<file path="src/shared/adc_seq_pkg.sv">
/*
 * Shared constants and types of the converter sequencer: control byte layout,
 * register reset values, state encoding and timing counts.
 * Assumes a single 100 MHz system clock; the internal oscillator is an enable.
 */
// What this block does
// - Byte MSB one is setup, zero configuration.
// - Setup bit 0 is ignored entirely.
// - Internal: track at ninth fall, hold two ticks later.
// - Internal: eight ticks per conversion, clock held low.
// - External: track seventh fall, hold eighth fall.
// - External: conversion uses next eight bus clocks.
// - Eight-step successive approximation, eight-bit result.
// - Single-ended converts selected channel against ground.
// - Pseudo-differential converts selected pair difference.
// - Unipolar: negative input gives code zero.
// - Bipolar covers half reference around negative input.
// - Straight binary unipolar, two's complement bipolar.
// - Single-ended always unipolar, polarity bit ignored.
// - Release stretched clock only after results stored.
package adc_seq_pkg;

    // ====================================================================
    // Control byte layout
    localparam int SEL_BIT = 7;
    localparam int REF_HI = 6;
    localparam int REF_LO = 4;
    localparam int CLK_BIT = 3;
    localparam int POL_BIT = 2;
    localparam int CFGRST_BIT = 1;
    localparam int CNT_HI = 6;
    localparam int CNT_LO = 5;
    localparam int CS_HI = 4;
    localparam int CS_LO = 1;
    localparam int SGL_BIT = 0;

    // ====================================================================
    // Register types and values after reset
    typedef logic [7:0] code_t;
    typedef struct packed {
        logic [2:0] refChoice;
        logic extClock;
        logic polaritySelect;
    } setup_t;
    typedef struct packed {
        logic [1:0] extraConv;
        logic [3:0] channel;
        logic inputModeSelect;
    } config_t;
    localparam setup_t SETUP_RESET = '{refChoice: 3'h0, extClock: 1'b0, polaritySelect: 1'b0};
    localparam config_t CONFIG_RESET = '{extraConv: 2'h0, channel: 4'h0, inputModeSelect: 1'b1};

    // ====================================================================
    // Sequencer states
    typedef enum logic [2:0] {IDLE, EXT_TRACK, EXT_CONV, INT_TRACK, INT_CONV} seq_state_t;

    // ====================================================================
    // Timing and counts
    localparam int CLK_PERIOD_NS = 10;
    localparam int OSC_PERIOD_NS = 800;
    localparam int OSC_DIV = OSC_PERIOD_NS / CLK_PERIOD_NS;
    localparam logic [6:0] OSC_DIV_LAST = 7'(OSC_DIV - 1);
    localparam logic [3:0] TRACK_EDGE_EXT = 4'h7;
    localparam logic [3:0] HOLD_EDGE_EXT = 4'h8;
    localparam logic [3:0] TRACK_EDGE_INT = 4'h9;
    localparam logic [1:0] ACQ_LAST = 2'h1;
    localparam code_t SAR_FIRST = 8'h80;
    localparam logic [3:0] SAR_STEPS = 4'h8;
    localparam int RESULT_DEPTH = 8;

endpackage

</file>
<file path="src/verilog/sar_search.sv">
/*
 * Successive-approximation search register: one trial bit per step.
 * Assumes the comparator output is settled and synchronous when step is high.
 */
`timescale 1ns/1ps
`default_nettype none
module sar_search (
    // Clock and reset.
    input wire logic clk,
    input wire logic rst,
    // Search control.
    input wire logic start,
    input wire logic step,
    input wire logic cmpHigh,
    // Search outputs.
    output adc_seq_pkg::code_t trialCode,
    output adc_seq_pkg::code_t rawCode,
    output logic done
);
    import adc_seq_pkg::*;

    code_t trial_ff;
    code_t mask_ff;
    code_t code_ff;
    logic done_ff;

    // A kept bit stays when the input is above the trial level.
    wire code_t kept = cmpHigh ? trial_ff : (trial_ff & ~mask_ff);
    wire code_t nxt_mask = start ? SAR_FIRST : {1'b0, mask_ff[7:1]};
    wire code_t nxt_trial = start ? SAR_FIRST : (kept | {1'b0, mask_ff[7:1]});
    wire lastStep = step && mask_ff[0];

    // The mask empties after the eighth step, so stray steps change nothing.
    always_ff @(posedge clk or posedge rst) begin
        if (rst) begin
            trial_ff <= 8'h00;
            mask_ff <= 8'h00;
            code_ff <= 8'h00;
            done_ff <= 1'b0;
        end else begin
            if (start || step) begin
                trial_ff <= nxt_trial;
                mask_ff <= nxt_mask;
            end
            done_ff <= lastStep;
            if (lastStep) begin
                code_ff <= kept;
            end
        end
    end

    assign trialCode = trial_ff;
    assign rawCode = code_ff;
    assign done = done_ff;
endmodule
`default_nettype wire

</file>
<file path="src/verilog/adc_track_hold_sequencer.sv">
/*
 * Track, hold and conversion sequencer of an 8-bit converter, with setup and
 * configuration registers loaded from received control bytes.
 * Assumes a bus front end on clk that reports START, address match and data
 * bytes already acknowledged; the comparator outputs are synchronous to clk.
 */
`timescale 1ns/1ps
`default_nettype none
module adc_track_hold_sequencer (
    // Clock and reset.
    input wire logic clk,
    input wire logic rst,
    // Bus clock pin, open drain.
    input wire logic sclIn,
    output logic sclOut,
    output logic sclOe,
    // Bus front end events.
    input wire logic startSeen,
    input wire logic addrMatch,
    input wire logic addrRead,
    input wire logic wrByteValid,
    input wire logic [7:0] wrByte,
    // Analog comparator.
    input wire logic cmpHigh,
    input wire logic diffNegative,
    // Analog control.
    output logic [2:0] refChoice,
    output logic [3:0] channel,
    output logic pseudoDiff,
    output logic tracking,
    output logic holding,
    output adc_seq_pkg::code_t dacCode,
    // Result memory.
    input wire logic [2:0] rdIndex,
    output adc_seq_pkg::code_t rdData,
    output logic [3:0] resultCount
);
    import adc_seq_pkg::*;

    // Hold rises one cycle after the second tick, which lands 81 to 160 cycles after the begin.
    localparam int HOLD_MIN = OSC_DIV + 2;
    localparam int HOLD_MAX = 2 * OSC_DIV + 1;

    logic scl1_ff, scl2_ff, scl3_ff, sclLvl_ff;
    logic [3:0] edgeCnt_ff;
    logic addrOk_ff, addrRd_ff;
    setup_t setup_ff, convSetup_ff;
    config_t config_ff, convCfg_ff;
    logic [6:0] oscCnt_ff;
    seq_state_t state_ff, nxt_state;
    logic [1:0] acqCnt_ff, nxt_acq;
    logic [1:0] left_ff, nxt_left;
    logic negLatch_ff, sclOe_ff;
    logic [2:0] wrIdx_ff;
    logic [3:0] count_ff;
    code_t mem_ff [RESULT_DEPTH];
    code_t rdData_ff;
    code_t rawCode;
    logic sarDone;

    // ====================================================================
    // Bus clock sampling
    // The pin level counts only when the second and third stages agree.
    wire sclAgree = (scl2_ff == scl3_ff);
    wire sclFall = sclAgree && sclLvl_ff && !scl3_ff;
    wire [3:0] fallNum = edgeCnt_ff + 4'h1;

    always_ff @(posedge clk or posedge rst) begin
        if (rst) begin
            scl1_ff <= 1'b1;
            scl2_ff <= 1'b1;
            scl3_ff <= 1'b1;
            sclLvl_ff <= 1'b1;
        end else begin
            scl1_ff <= sclIn;
            scl2_ff <= scl1_ff;
            scl3_ff <= scl2_ff;
            if (sclAgree) begin
                sclLvl_ff <= scl3_ff;
            end
        end
    end

    // Falling edges since START, saturating so a long frame cannot wrap to 7.
    always_ff @(posedge clk or posedge rst) begin
        if (rst) begin
            edgeCnt_ff <= 4'h0;
            addrOk_ff <= 1'b0;
            addrRd_ff <= 1'b0;
        end else if (startSeen) begin
            edgeCnt_ff <= 4'h0;
            addrOk_ff <= 1'b0;
            addrRd_ff <= 1'b0;
        end else begin
            if (sclFall && edgeCnt_ff != 4'hF) begin
                edgeCnt_ff <= fallNum;
            end
            if (addrMatch) begin
                addrOk_ff <= 1'b1;
                addrRd_ff <= addrRead;
            end
        end
    end

    // ====================================================================
    // Setup and configuration registers
    wire isSetup = wrByteValid && wrByte[SEL_BIT];
    wire isConfig = wrByteValid && !wrByte[SEL_BIT];
    wire cfgReset = isSetup && !wrByte[CFGRST_BIT];
    // Bit 0 of the setup byte is never looked at.
    wire setup_t setupIn = '{refChoice: wrByte[REF_HI:REF_LO], extClock: wrByte[CLK_BIT],
                             polaritySelect: wrByte[POL_BIT]};
    wire config_t configIn = '{extraConv: wrByte[CNT_HI:CNT_LO], channel: wrByte[CS_HI:CS_LO],
                               inputModeSelect: wrByte[SGL_BIT]};

    // All setup fields load in one edge, so no mix of old and new is seen.
    always_ff @(posedge clk or posedge rst) begin
        if (rst) begin
            setup_ff <= SETUP_RESET;
            config_ff <= CONFIG_RESET;
        end else begin
            if (isSetup) begin
                setup_ff <= setupIn;
            end
            if (cfgReset) begin
                config_ff <= CONFIG_RESET;
            end else if (isConfig) begin
                config_ff <= configIn;
            end
        end
    end

    // ====================================================================
    // Internal oscillator as a one-cycle enable
    wire oscTick = (oscCnt_ff == OSC_DIV_LAST);

    always_ff @(posedge clk or posedge rst) begin
        if (rst) begin
            oscCnt_ff <= 7'h00;
        end else begin
            oscCnt_ff <= oscTick ? 7'h00 : oscCnt_ff + 7'h01;
        end
    end

    // ====================================================================
    // Sequencer
    wire extMode = setup_ff.extClock;
    wire extBegin = sclFall && extMode && (fallNum == TRACK_EDGE_EXT);
    // Conversions in internal mode are launched only by a read address.
    wire intBegin = sclFall && !extMode && (fallNum == TRACK_EDGE_INT) && addrOk_ff && addrRd_ff;
    wire seriesBegin = (state_ff == IDLE) && (extBegin || intBegin);
    wire acqDone = oscTick && (acqCnt_ff == ACQ_LAST);
    wire sarStart = ((state_ff == EXT_TRACK) && sclFall) || ((state_ff == INT_TRACK) && acqDone);
    wire sarStep = ((state_ff == EXT_CONV) && sclFall) || ((state_ff == INT_CONV) && oscTick);
    // Tracking starts before the address is complete; a miss drops the sample.
    wire extAbort = (state_ff == EXT_CONV) && sclFall && (fallNum == TRACK_EDGE_INT) && !addrOk_ff;
    wire storeEn = sarDone && (state_ff == EXT_CONV || state_ff == INT_CONV);

    always_comb begin
        nxt_state = state_ff;
        nxt_acq = acqCnt_ff;
        nxt_left = left_ff;
        case (state_ff)
            IDLE: begin
                if (extBegin) begin
                    nxt_state = EXT_TRACK;
                end else if (intBegin) begin
                    nxt_state = INT_TRACK;
                    nxt_acq = 2'h0;
                    nxt_left = config_ff.extraConv;
                end
            end
            EXT_TRACK: begin
                if (sclFall) begin
                    nxt_state = EXT_CONV;
                end
            end
            EXT_CONV: begin
                if (extAbort || sarDone) begin
                    nxt_state = IDLE;
                end
            end
            INT_TRACK: begin
                if (oscTick) begin
                    nxt_acq = acqCnt_ff + 2'h1;
                end
                if (acqDone) begin
                    nxt_state = INT_CONV;
                end
            end
            INT_CONV: begin
                if (sarDone && left_ff != 2'h0) begin
                    nxt_state = INT_TRACK;
                    nxt_acq = 2'h0;
                    nxt_left = left_ff - 2'h1;
                end else if (sarDone) begin
                    nxt_state = IDLE;
                end
            end
            default: begin
                nxt_state = IDLE;
            end
        endcase
    end

    // The stretch follows the next state, so it drops on the edge that stores the last result.
    always_ff @(posedge clk or posedge rst) begin
        if (rst) begin
            state_ff <= IDLE;
            acqCnt_ff <= 2'h0;
            left_ff <= 2'h0;
            sclOe_ff <= 1'b0;
        end else begin
            state_ff <= nxt_state;
            acqCnt_ff <= nxt_acq;
            left_ff <= nxt_left;
            sclOe_ff <= (nxt_state == INT_TRACK) || (nxt_state == INT_CONV);
        end
    end

    // Polarity, channel and input mode are frozen per series; refChoice follows a setup byte mid-conversion at once.
    always_ff @(posedge clk or posedge rst) begin
        if (rst) begin
            convSetup_ff <= SETUP_RESET;
            convCfg_ff <= CONFIG_RESET;
            negLatch_ff <= 1'b0;
        end else begin
            if (seriesBegin) begin
                convSetup_ff <= setup_ff;
                convCfg_ff <= config_ff;
            end
            if (sarStart) begin
                negLatch_ff <= diffNegative;
            end
        end
    end

    sar_search u_sar (
        .clk(clk),
        .rst(rst),
        .start(sarStart),
        .step(sarStep),
        .cmpHigh(cmpHigh),
        .trialCode(dacCode),
        .rawCode(rawCode),
        .done(sarDone)
    );

    // ====================================================================
    // Result coding and memory
    wire bipEff = convSetup_ff.polaritySelect && !convCfg_ff.inputModeSelect;
    // Bipolar flips the MSB of the offset search into two's complement.
    wire code_t coded = bipEff ? {~rawCode[7], rawCode[6:0]} : (negLatch_ff ? 8'h00 : rawCode);

    always_ff @(posedge clk or posedge rst) begin
        if (rst) begin
            wrIdx_ff <= 3'h0;
            count_ff <= 4'h0;
            rdData_ff <= 8'h00;
        end else begin
            if (seriesBegin) begin
                wrIdx_ff <= 3'h0;
                count_ff <= 4'h0;
            end else if (storeEn) begin
                wrIdx_ff <= wrIdx_ff + 3'h1;
                count_ff <= count_ff + 4'h1;
            end
            rdData_ff <= mem_ff[rdIndex];
        end
    end

    for (genvar i = 0; i < RESULT_DEPTH; i++) begin : g_mem
        always_ff @(posedge clk or posedge rst) begin
            if (rst) begin
                mem_ff[i] <= 8'h00;
            end else if (storeEn && wrIdx_ff == 3'(i)) begin
                mem_ff[i] <= coded;
            end
        end
    end

    // ====================================================================
    // Outputs
    assign sclOut = 1'b0;
    assign sclOe = sclOe_ff;
    assign refChoice = setup_ff.refChoice;
    assign channel = convCfg_ff.channel;
    assign pseudoDiff = !convCfg_ff.inputModeSelect;
    assign tracking = (state_ff == EXT_TRACK) || (state_ff == INT_TRACK);
    assign holding = (state_ff == EXT_CONV) || (state_ff == INT_CONV);
    assign rdData = rdData_ff;
    assign resultCount = count_ff;

    // ====================================================================
    // Checks
    logic [3:0] stepCnt_ff;
    always_ff @(posedge clk or posedge rst) begin
        if (rst) begin
            stepCnt_ff <= 4'h0;
        end else if (sarStart) begin
            stepCnt_ff <= 4'h0;
        end else if (sarStep) begin
            stepCnt_ff <= stepCnt_ff + 4'h1;
        end
    end
endmodule
`default_nettype wire

</file>
<file path="config.mk">
export PLATFORM = sky130hd
export DESIGN_NAME = adc_track_hold_sequencer
export DESIGN_NICKNAME = d
export VERILOG_FILES = /design/src/shared/adc_seq_pkg.sv /design/src/verilog/sar_search.sv /design/src/verilog/adc_track_hold_sequencer.sv
export SDC_FILE = /design/constraint.sdc
export NUM_CORES = 1
export LEC_CHECK = 0
export BUFFER_PORTS_ARGS = -buffer_cell sky130_fd_sc_hd__buf_2
export CAP_MARGIN = 40
export CORE_MARGIN = 8
export CORE_UTILIZATION = 40
export DETAILED_ROUTE_END_ITERATION = 6
export PLACE_DENSITY_LB_ADDON = 0.15
export SLEW_MARGIN = 10
export SYNTH_ARGS = -nofsm -noshare
export SYNTH_HDL_FRONTEND = slang
export SYNTH_SLANG_ARGS = --single-unit
export TNS_END_PERCENT = 30
</file>
<file path="constraint.sdc">
create_clock -name clk -period 11.8 [get_ports clk]
set_input_delay 1.18 -clock clk [delete_from_list [all_inputs] [get_ports clk]]
set_output_delay 1.18 -clock clk [all_outputs]
set_load 0.03 [all_outputs]
</file>
==> qor.yml, run 1 <==
outcome:
  status: "finished clean"
synthesis:
  yosysTopAreaCellShare_pct: 53.3
  synth_edf_count: 0
  synth-seq-cells: 148
  synth_top_flop_cell: "dfrtp_1"
  syn_inst: 618
  synth_cell_types: 62
  postSynthNetCount: 651
  ys_async_sr_fraction_pct: 100
  yosys_warnings: 0
  synth_top_area_cell: "dfrtp_1"
  yosysSeqAreaShare_pct: 55.7
  netlist_area_um2: 6660
  avgSynthCellArea_um2: 10.8
  synth_area_leaders: "dfrtp_1 (53%), nand2_1 (7.0%), o21ai_0 (6.5%)"
routing:
  dr.pass1.iters: 4
  routed_wirelength_um: 14100
  drtIter0Drc: 249
  drc_errors: 0
  ant_nets: 0
  via_count: 4505
  drt-wirelength-per-cell_um: 15.8
  via_per_inst: 5.05
clocking:
  clkTransAtPathRegs_ns: 0.06
  ctsResizeCount: 0
  post_cts_buffers: 0
  insertion_delay_ns: 0.43
  postCtsHoldBufs: 0
  cts_tree: "done"
  cts-buffers-inserted: 17
  h-tree-depth: 4
  cts-root-buf: "clkbuf_16"
  cts_sinks: 148
  cts_max_path_buffers: 2
global_routing:
  grt_first_pass_wirelength_um: 24100
  grt.overflow.total: 0
  grt_max_degree: 68
  grtUsageTotal_pct: 14.2
  antenna_found_initial: 0
  grt_pass1_vias: 4595
final_layout:
  area_delta_synth_final_pct: 14.7
  nNetsFinal: 692
  nFillCells: 1539
  drive_gt1_share_pct: 20.5
  antenna_cells: 0
critical_path:
  timing.rr.end: "mem_ff[27]"
  cp_cell_sequence: "nor2b_1 -> buf_2"
  critPathSlowestCell: "dfrtp_1"
  cp-end-kind: "primary output"
  cp_max_fo: 11
  r2r_start: "state_ff[2]"
  crit_type: "flip-flop to primary output"
  rrSetupSlack_ns: 9.19
  worstRegToRegCells: 4
  start_kind: "flip-flop"
  cpPeakStageDelay_ns: 0.61
  crit_arrival_ns: 1.69
  cp_top_family: "flip-flops"
  critPathRequiredTime_ns: 10.62
  critPathBufInv: 1
power:
  power_mw: 1.10
  leakage_nw: 3.50
  peakVddDrop_mv: 0.116
  cellPowerDensity_nw_per_um2: 144
sta:
  worst_hold_slack_ns: 0.359
  relSlewSlack_pct: 46.7
  final.min_clock_period_ns: 2.87
  hold_viol: 0
  worstMarginPinSlew_ns: 0.793
  tns_ns: 0
  timing.fmax_mhz: 349
  skew_ns: 0.0128
  post-route-period-util_pct: 24.3
  drv_slew: 0
  grt_setup_unrepaired: "false"
  setup_viol: 0
flow_run:
  drv_cap: 0
floorplan:
  core_area_um2: 16400
  dieArea_um2: 21000
  ioPinCount: 52
  initial_core_util_pct: 40.6
  fp-row-count: 47
  chipHeight_um: 145
  die_w_um: 145
worst_hold_path:
  min_delay_path_depth: 0
  min_from: "scl1_ff"
  min_to: "scl2_ff"
  worstHoldPathType: "flip-flop to flip-flop"
placement:
  dp_hpwl_um: 9650
  place_congestion: 0.834
  port_buffers: 50
-- final cells by class --
class                           count  area (µm²)  area share, %
Inverter                           22        87.6           1.15
Sequential cell                   148        3710           48.5
Timing Repair Buffer               53         293           3.83
Multi-Input combinational cell    417        2690           35.2
Tap cell                          220         275           3.60
Clock buffer                       17         425           5.56
Clock inverter                     15         159           2.08
-- registers in the layout, indices dropped and copies added (netlist names), 2 cells and up --
name and count:
oscCnt_ff 7, left_ff 2, refChoice 3, edgeCnt_ff 4, state_ff 3, rdData 8
mem_ff 64, config_ff 7, resultCount 4, u_sar.mask_ff 8, channel 4, wrIdx_ff 3
u_sar.trialCode 8, acqCnt_ff 2, u_sar.rawCode 8
-- routing by layer --
layer	part of all wire [%]	track usage, %	up-vias
met2	46	21.5	81
met5	0	0	-
met1	49	18.9	2176
met3	4.1	3.82	20
met4	1.6	5.73	0
li1	-	-	2228
-- stage by stage --
stage               cells  util (%)  worst slack (ns)  cell area, µm²
global placement      858      42.8              9.01            7030
finish                892      46.6              8.93            7640
detailed placement    860      43.0              9.14            7060
CTS                   892      46.6              8.89            7640
global route          892      46.6              8.84            7640
floorplan             618         -              6.65            6660
-- power by group --
group / switching (mW) / internal (mW)
sequential: 0.00603 / 0.516
clock: 0.235 / 0.300
combinational: 0.0274 / 0.0158
-- cell usage after synthesis (2+ instances only) --
cell      count
a211oi_1      2
a21oi_1      24
a221oi_1      2
a22o_1        5
a31oi_1       3
and3_1        2
buf_2         8
buf_4         9
buf_6         2
clkbuf_1     11
dfrtp_1     142
dfstp_2       6
ha_1         13
inv_1        22
mux2_2       13
mux2_4        5
mux2i_1       6
mux4_2       16
nand2_1     124
nand2b_1      8
nand3_1      15
nand4_1       2
nor2_1       30
nor2b_1       7
nor3_1        6
o21ai_0      87
o21ai_1       4
o32a_2        2
or3b_1        2
xnor2_1       5
xor2_1        4
-- placed cells by master, fill, tap and decap left out, drive strengths merged, types with 3 or more instances in the layout --
master / count
a211oi: 3
a21oi: 25
a22o: 5
a31oi: 3
buf: 53
clkbuf: 17
dfrtp: 142
dfstp: 6
ha: 13
inv: 33
mux2: 19
mux2i: 6
mux4: 16
nand2: 124
nand2b: 8
nand3: 15
nor2: 31
nor2b: 7
nor3: 8
o21ai: 91
xnor2: 5
xor2: 4
-- how the worst max path moves through the flow --
stage	startpoint	cells past startpoint	slack, ns	endpoint
after global placement	rst	3	9.01	mem_ff[13]
after floorplan	rst	1	6.65	acqCnt_ff[0]
final	state_ff[0]	2	8.93	tracking
after global routing	state_ff[2]	3	8.84	holding
after CTS	state_ff[1]	3	8.89	holding
after detailed placement	state_ff[2]	4	9.14	mem_ff[27]
-- kinds of logic (layout without fill, tap and decap cells) --
| logic type | count (synthesis) | in the layout | share of synthesized area, % |
|---|---|---|---|
| fa+ha+maj | 14 | 14 | 2.59 |
| compound gates | 146 | 146 | 13.0 |
| other cells | 1 | 1 | 0.0563 |
| mux | 41 | 41 | 9.80 |
| buf+inv | 53 | 107 | 3.87 |
| xor+xnor | 9 | 9 | 1.18 |
| simple gates | 206 | 206 | 13.8 |
| flops | 148 | 148 | 55.7 |
Power figures use the tool's default switching activity.
==> run 2, diff against run 1 <==
--- a/config.mk
+++ b/config.mk
@@ -5,6 +5,7 @@
 export SDC_FILE = /design/constraint.sdc
 export NUM_CORES = 1
 export LEC_CHECK = 0
+export ABC_AREA = 1
 export BUFFER_PORTS_ARGS = -buffer_cell sky130_fd_sc_hd__buf_2
 export CAP_MARGIN = 40
 export CORE_MARGIN = 8
==> constraint.sdc (replaced) <==
create_clock -name clk -period 2.8 [get_ports clk]
set_input_delay 0.28 -clock clk [delete_from_list [all_inputs] [get_ports clk]]
set_output_delay 0.28 -clock clk [all_outputs]
set_load 0.03 [all_outputs]
==> qor.yml, run 2 <==
outcome:
  status: "finished clean"
synthesis:
  avgSynthCellArea_um2: 9.09  # -16%
  yosysSeqAreaShare_pct: 53.4  # -2.3 points
  postSynthNetCount: 797  # +22%
  synth-seq-cells: 148  # unchanged
  synth_edf_count: 0  # unchanged
  synth_cell_types: 43  # -31%
  synth_common_cells: "nand2_1 (154), dfrtp_1 (142), inv_1 (106)"
  netlist_area_um2: 6950  # +4.2%
  synth_area_leaders: "dfrtp_1 (51%), nand2_1 (8.3%), o21ai_0 (7.6%)"
  ys_async_sr_fraction_pct: 100  # unchanged
  syn_inst: 764  # +24%
  yosysTopAreaCellShare_pct: 51.2  # -2.2 points
  synth_top_flop_cell: "dfrtp_1"
  yosys_warnings: 0  # unchanged
  synth.most_common_cell: "nand2_1"
  synth_top_area_cell: "dfrtp_1"
final_layout:
  area_delta_synth_final_pct: 15.0
  layout_commonest_cell: "nand2_1"
  antenna_cells: 0  # unchanged
  final_cell_mix: "nand2_1 (154), dfrtp_1 (142), inv_1 (105), o21ai_0 (105), nor2_1 (56)"
  nNetsFinal: 843  # +22%
  drive_gt1_share_pct: 17.5  # -3.0 points
  instances_no_fill: 1048  # +17%
  top_register: "mem_ff"
  largest_reg_flops: 64  # unchanged
sta:
  skew_ns: 0.00938  # -0.00339 ns
  timing.fmax_mhz: 492
  final.min_clock_period_ns: 2.03
  setup_viol: 0  # unchanged
  tns_ns: 0  # unchanged
  post-route-period-util_pct: 72.6
  worstMarginPinSlew_ns: 0.780  # -0.0139 ns
  grt_setup_unrepaired: "false"
  drv_slew: 0  # unchanged
  layout_setup_ws_ns: 0.768  # -8.17 ns
  hold_viol: 0  # unchanged
  relSlewSlack_pct: 48.0  # +1.2 points
  worst_hold_slack_ns: 0.0260  # -0.333 ns
critical_path:
  start_kind: "flip-flop"
  crit_arrival_ns: 2.36  # +0.67 ns
  r2r_start: "edgeCnt_ff[1]"
  crit_start: "edgeCnt_ff[1]"
  crit_type: "flip-flop to flip-flop"
  cp.depth: 12  # +10
  critical_path.most_common_cell: "nand2_1"
  cpPeakStageDelay_ns: 0.43  # -0.18 ns
  critPathBufInv: 3  # +2
  cp_cell_sequence: "ha_1 -> inv_1 -> nand2_1 -> nand2_1 -> nand3_1 -> nor2_1 -> inv_1 -> nand2_1 -> nand2_1 -> inv_1 -> nand2_1 -> o21ai_0"
  worstRegToRegCells: 12  # +8
  cp_top_family: "simple AND/OR/NAND/NOR gates"
  critPathRequiredTime_ns: 3.13  # -7.49 ns
  cp_max_fo: 13  # +2
  cp-end-kind: "flip-flop"
  timing.rr.end: "convCfg_ff[0]"
  endpoint: "convCfg_ff[0]"
  rrSetupSlack_ns: 0.77  # -8.42 ns
  critPathSlowestCell: "dfrtp_1"
clocking:
  cts_tree: "done"
  ctsResizeCount: 0  # unchanged
  cts-buffers-inserted: 17  # unchanged
  clkTransAtPathRegs_ns: 0.06  # about the same
  insertion_delay_ns: 0.42  # about the same
  cts_max_path_buffers: 2  # unchanged
  cts_sinks: 148  # unchanged
  cts-root-buf: "clkbuf_16"
  h-tree-depth: 4  # unchanged
routing:
  ant_nets: 0  # unchanged
  via_count: 5031  # +12%
  drtIter0Drc: 384  # +54%
  drc_errors: 0  # unchanged
  via_per_inst: 4.80  # -4.9%
  routed_wirelength_um: 14800  # +5.1%
  dr.pass1.iters: 4  # unchanged
  drt-wirelength-per-cell_um: 14.1  # -11%
worst_hold_path:
  worstHoldPathType: "input pin to flip-flop"
  min_delay_path_depth: 2  # +2
floorplan:
  ioPinCount: 52  # unchanged
  core_area_um2: 17100  # +4.3%
  fp-row-count: 48  # +2.1%
  die_w_um: 148  # +1.9%
  dieArea_um2: 21800  # +3.8%
  initial_core_util_pct: 40.6  # about the same
  chipHeight_um: 148  # +1.9%
placement:
  dp_cells: 1014  # +18%
  place_congestion: 0.817  # -2.0%
  port_buffers: 50  # unchanged
  post-place-ws_ns: 0.758  # -8.39 ns
  dp_hpwl_um: 10100  # +4.8%
power:
  peakVddDrop_mv: 0.373  # +220%
  leakage_nw: 4.03  # +15%
  cellPowerDensity_nw_per_um2: 636  # +340%
global_routing:
  grt_first_pass_wirelength_um: 25700  # +6.4%
  grt_pass1_vias: 5190  # +13%
  antenna_found_initial: 0  # unchanged
  grt.overflow.total: 0  # unchanged
  grt_max_degree: 119  # +75%
  grtUsageTotal_pct: 14.7  # +0.50 points
flow_run:
  drv_cap: 0  # unchanged
[run 2: repair_timing]
action	4_1_cts	5_1_grt
endpoints found under the hold margin	27	0
buffers inserted	0	0
hold buffers	2	0
setup endpoints to repair	0	0
[run 2: how the worst min path moves through the flow]
stage / from / end / slack, ns
after floorplan: sclIn / scl1_ff / 0.28
after global placement: scl1_ff / scl2_ff / 0.35
after detailed placement: scl1_ff / scl2_ff / 0.35
after CTS: startSeen / addrOk_ff / 0.002
after global routing: startSeen / addrOk_ff / 0.02
final: startSeen / addrOk_ff / 0.03
[run 2: cells by family (layout without fill, tap and decap cells)]
logic type,after synthesis,count (layout),synth area share [%]
and+or+nand+nor,260,260,17.6
DFF,148,148,53.4
xor gates and xnor gates,5,5,0.631
muxes,23,23,3.73
buffers and inverters,141,200,8.81
other,1,1,0.0540
adders and majority gates,14,14,2.49
AOI/OAI and AO/OA,172,172,13.2
[run 2: power breakdown]
part / switching [mW] / internal (mW)
sequential: 0.0395 / 2.21
combinational: 0.302 / 0.126
clock: 0.862 / 1.54
[run 2: area by class of cell]
| cell class | count | area (µm²) |
|---|---|---|
| Inverter | 112 | 434 |
| Timing Repair Buffer | 56 | 313 |
| Tap cell | 225 | 282 |
| Sequential cell | 148 | 3710 |
| Fill cell | 1649 | 9130 |
| Multi-Input combinational cell | 475 | 2620 |
| Clock inverter | 9 | 155 |
| Clock buffer | 23 | 468 |
[run 2: per-layer routing]
layer / track usage [%] / up-vias / part of all wire (%) / routed length [µm]
li1: - / 2541 / - / -
met1: 18.4 / 2387 / 48 / 7040
met2: 23.2 / 93 / 46 / 6880
met3: 4.59 / 10 / 5.0 / 738
met4: 6.07 / 0 / 1.0 / 154
met5: 0 / - / 0 / 0
[run 2: through the flow]
step	area (µm²)	util [%]	power (mW)
final	7990	46.7	5.08
after global placement	7340	42.9	2.71
after floorplan	6950	-	2.60
after global routing	7990	46.7	5.30
after CTS	7990	46.7	5.15
after detailed placement	7340	42.9	2.72
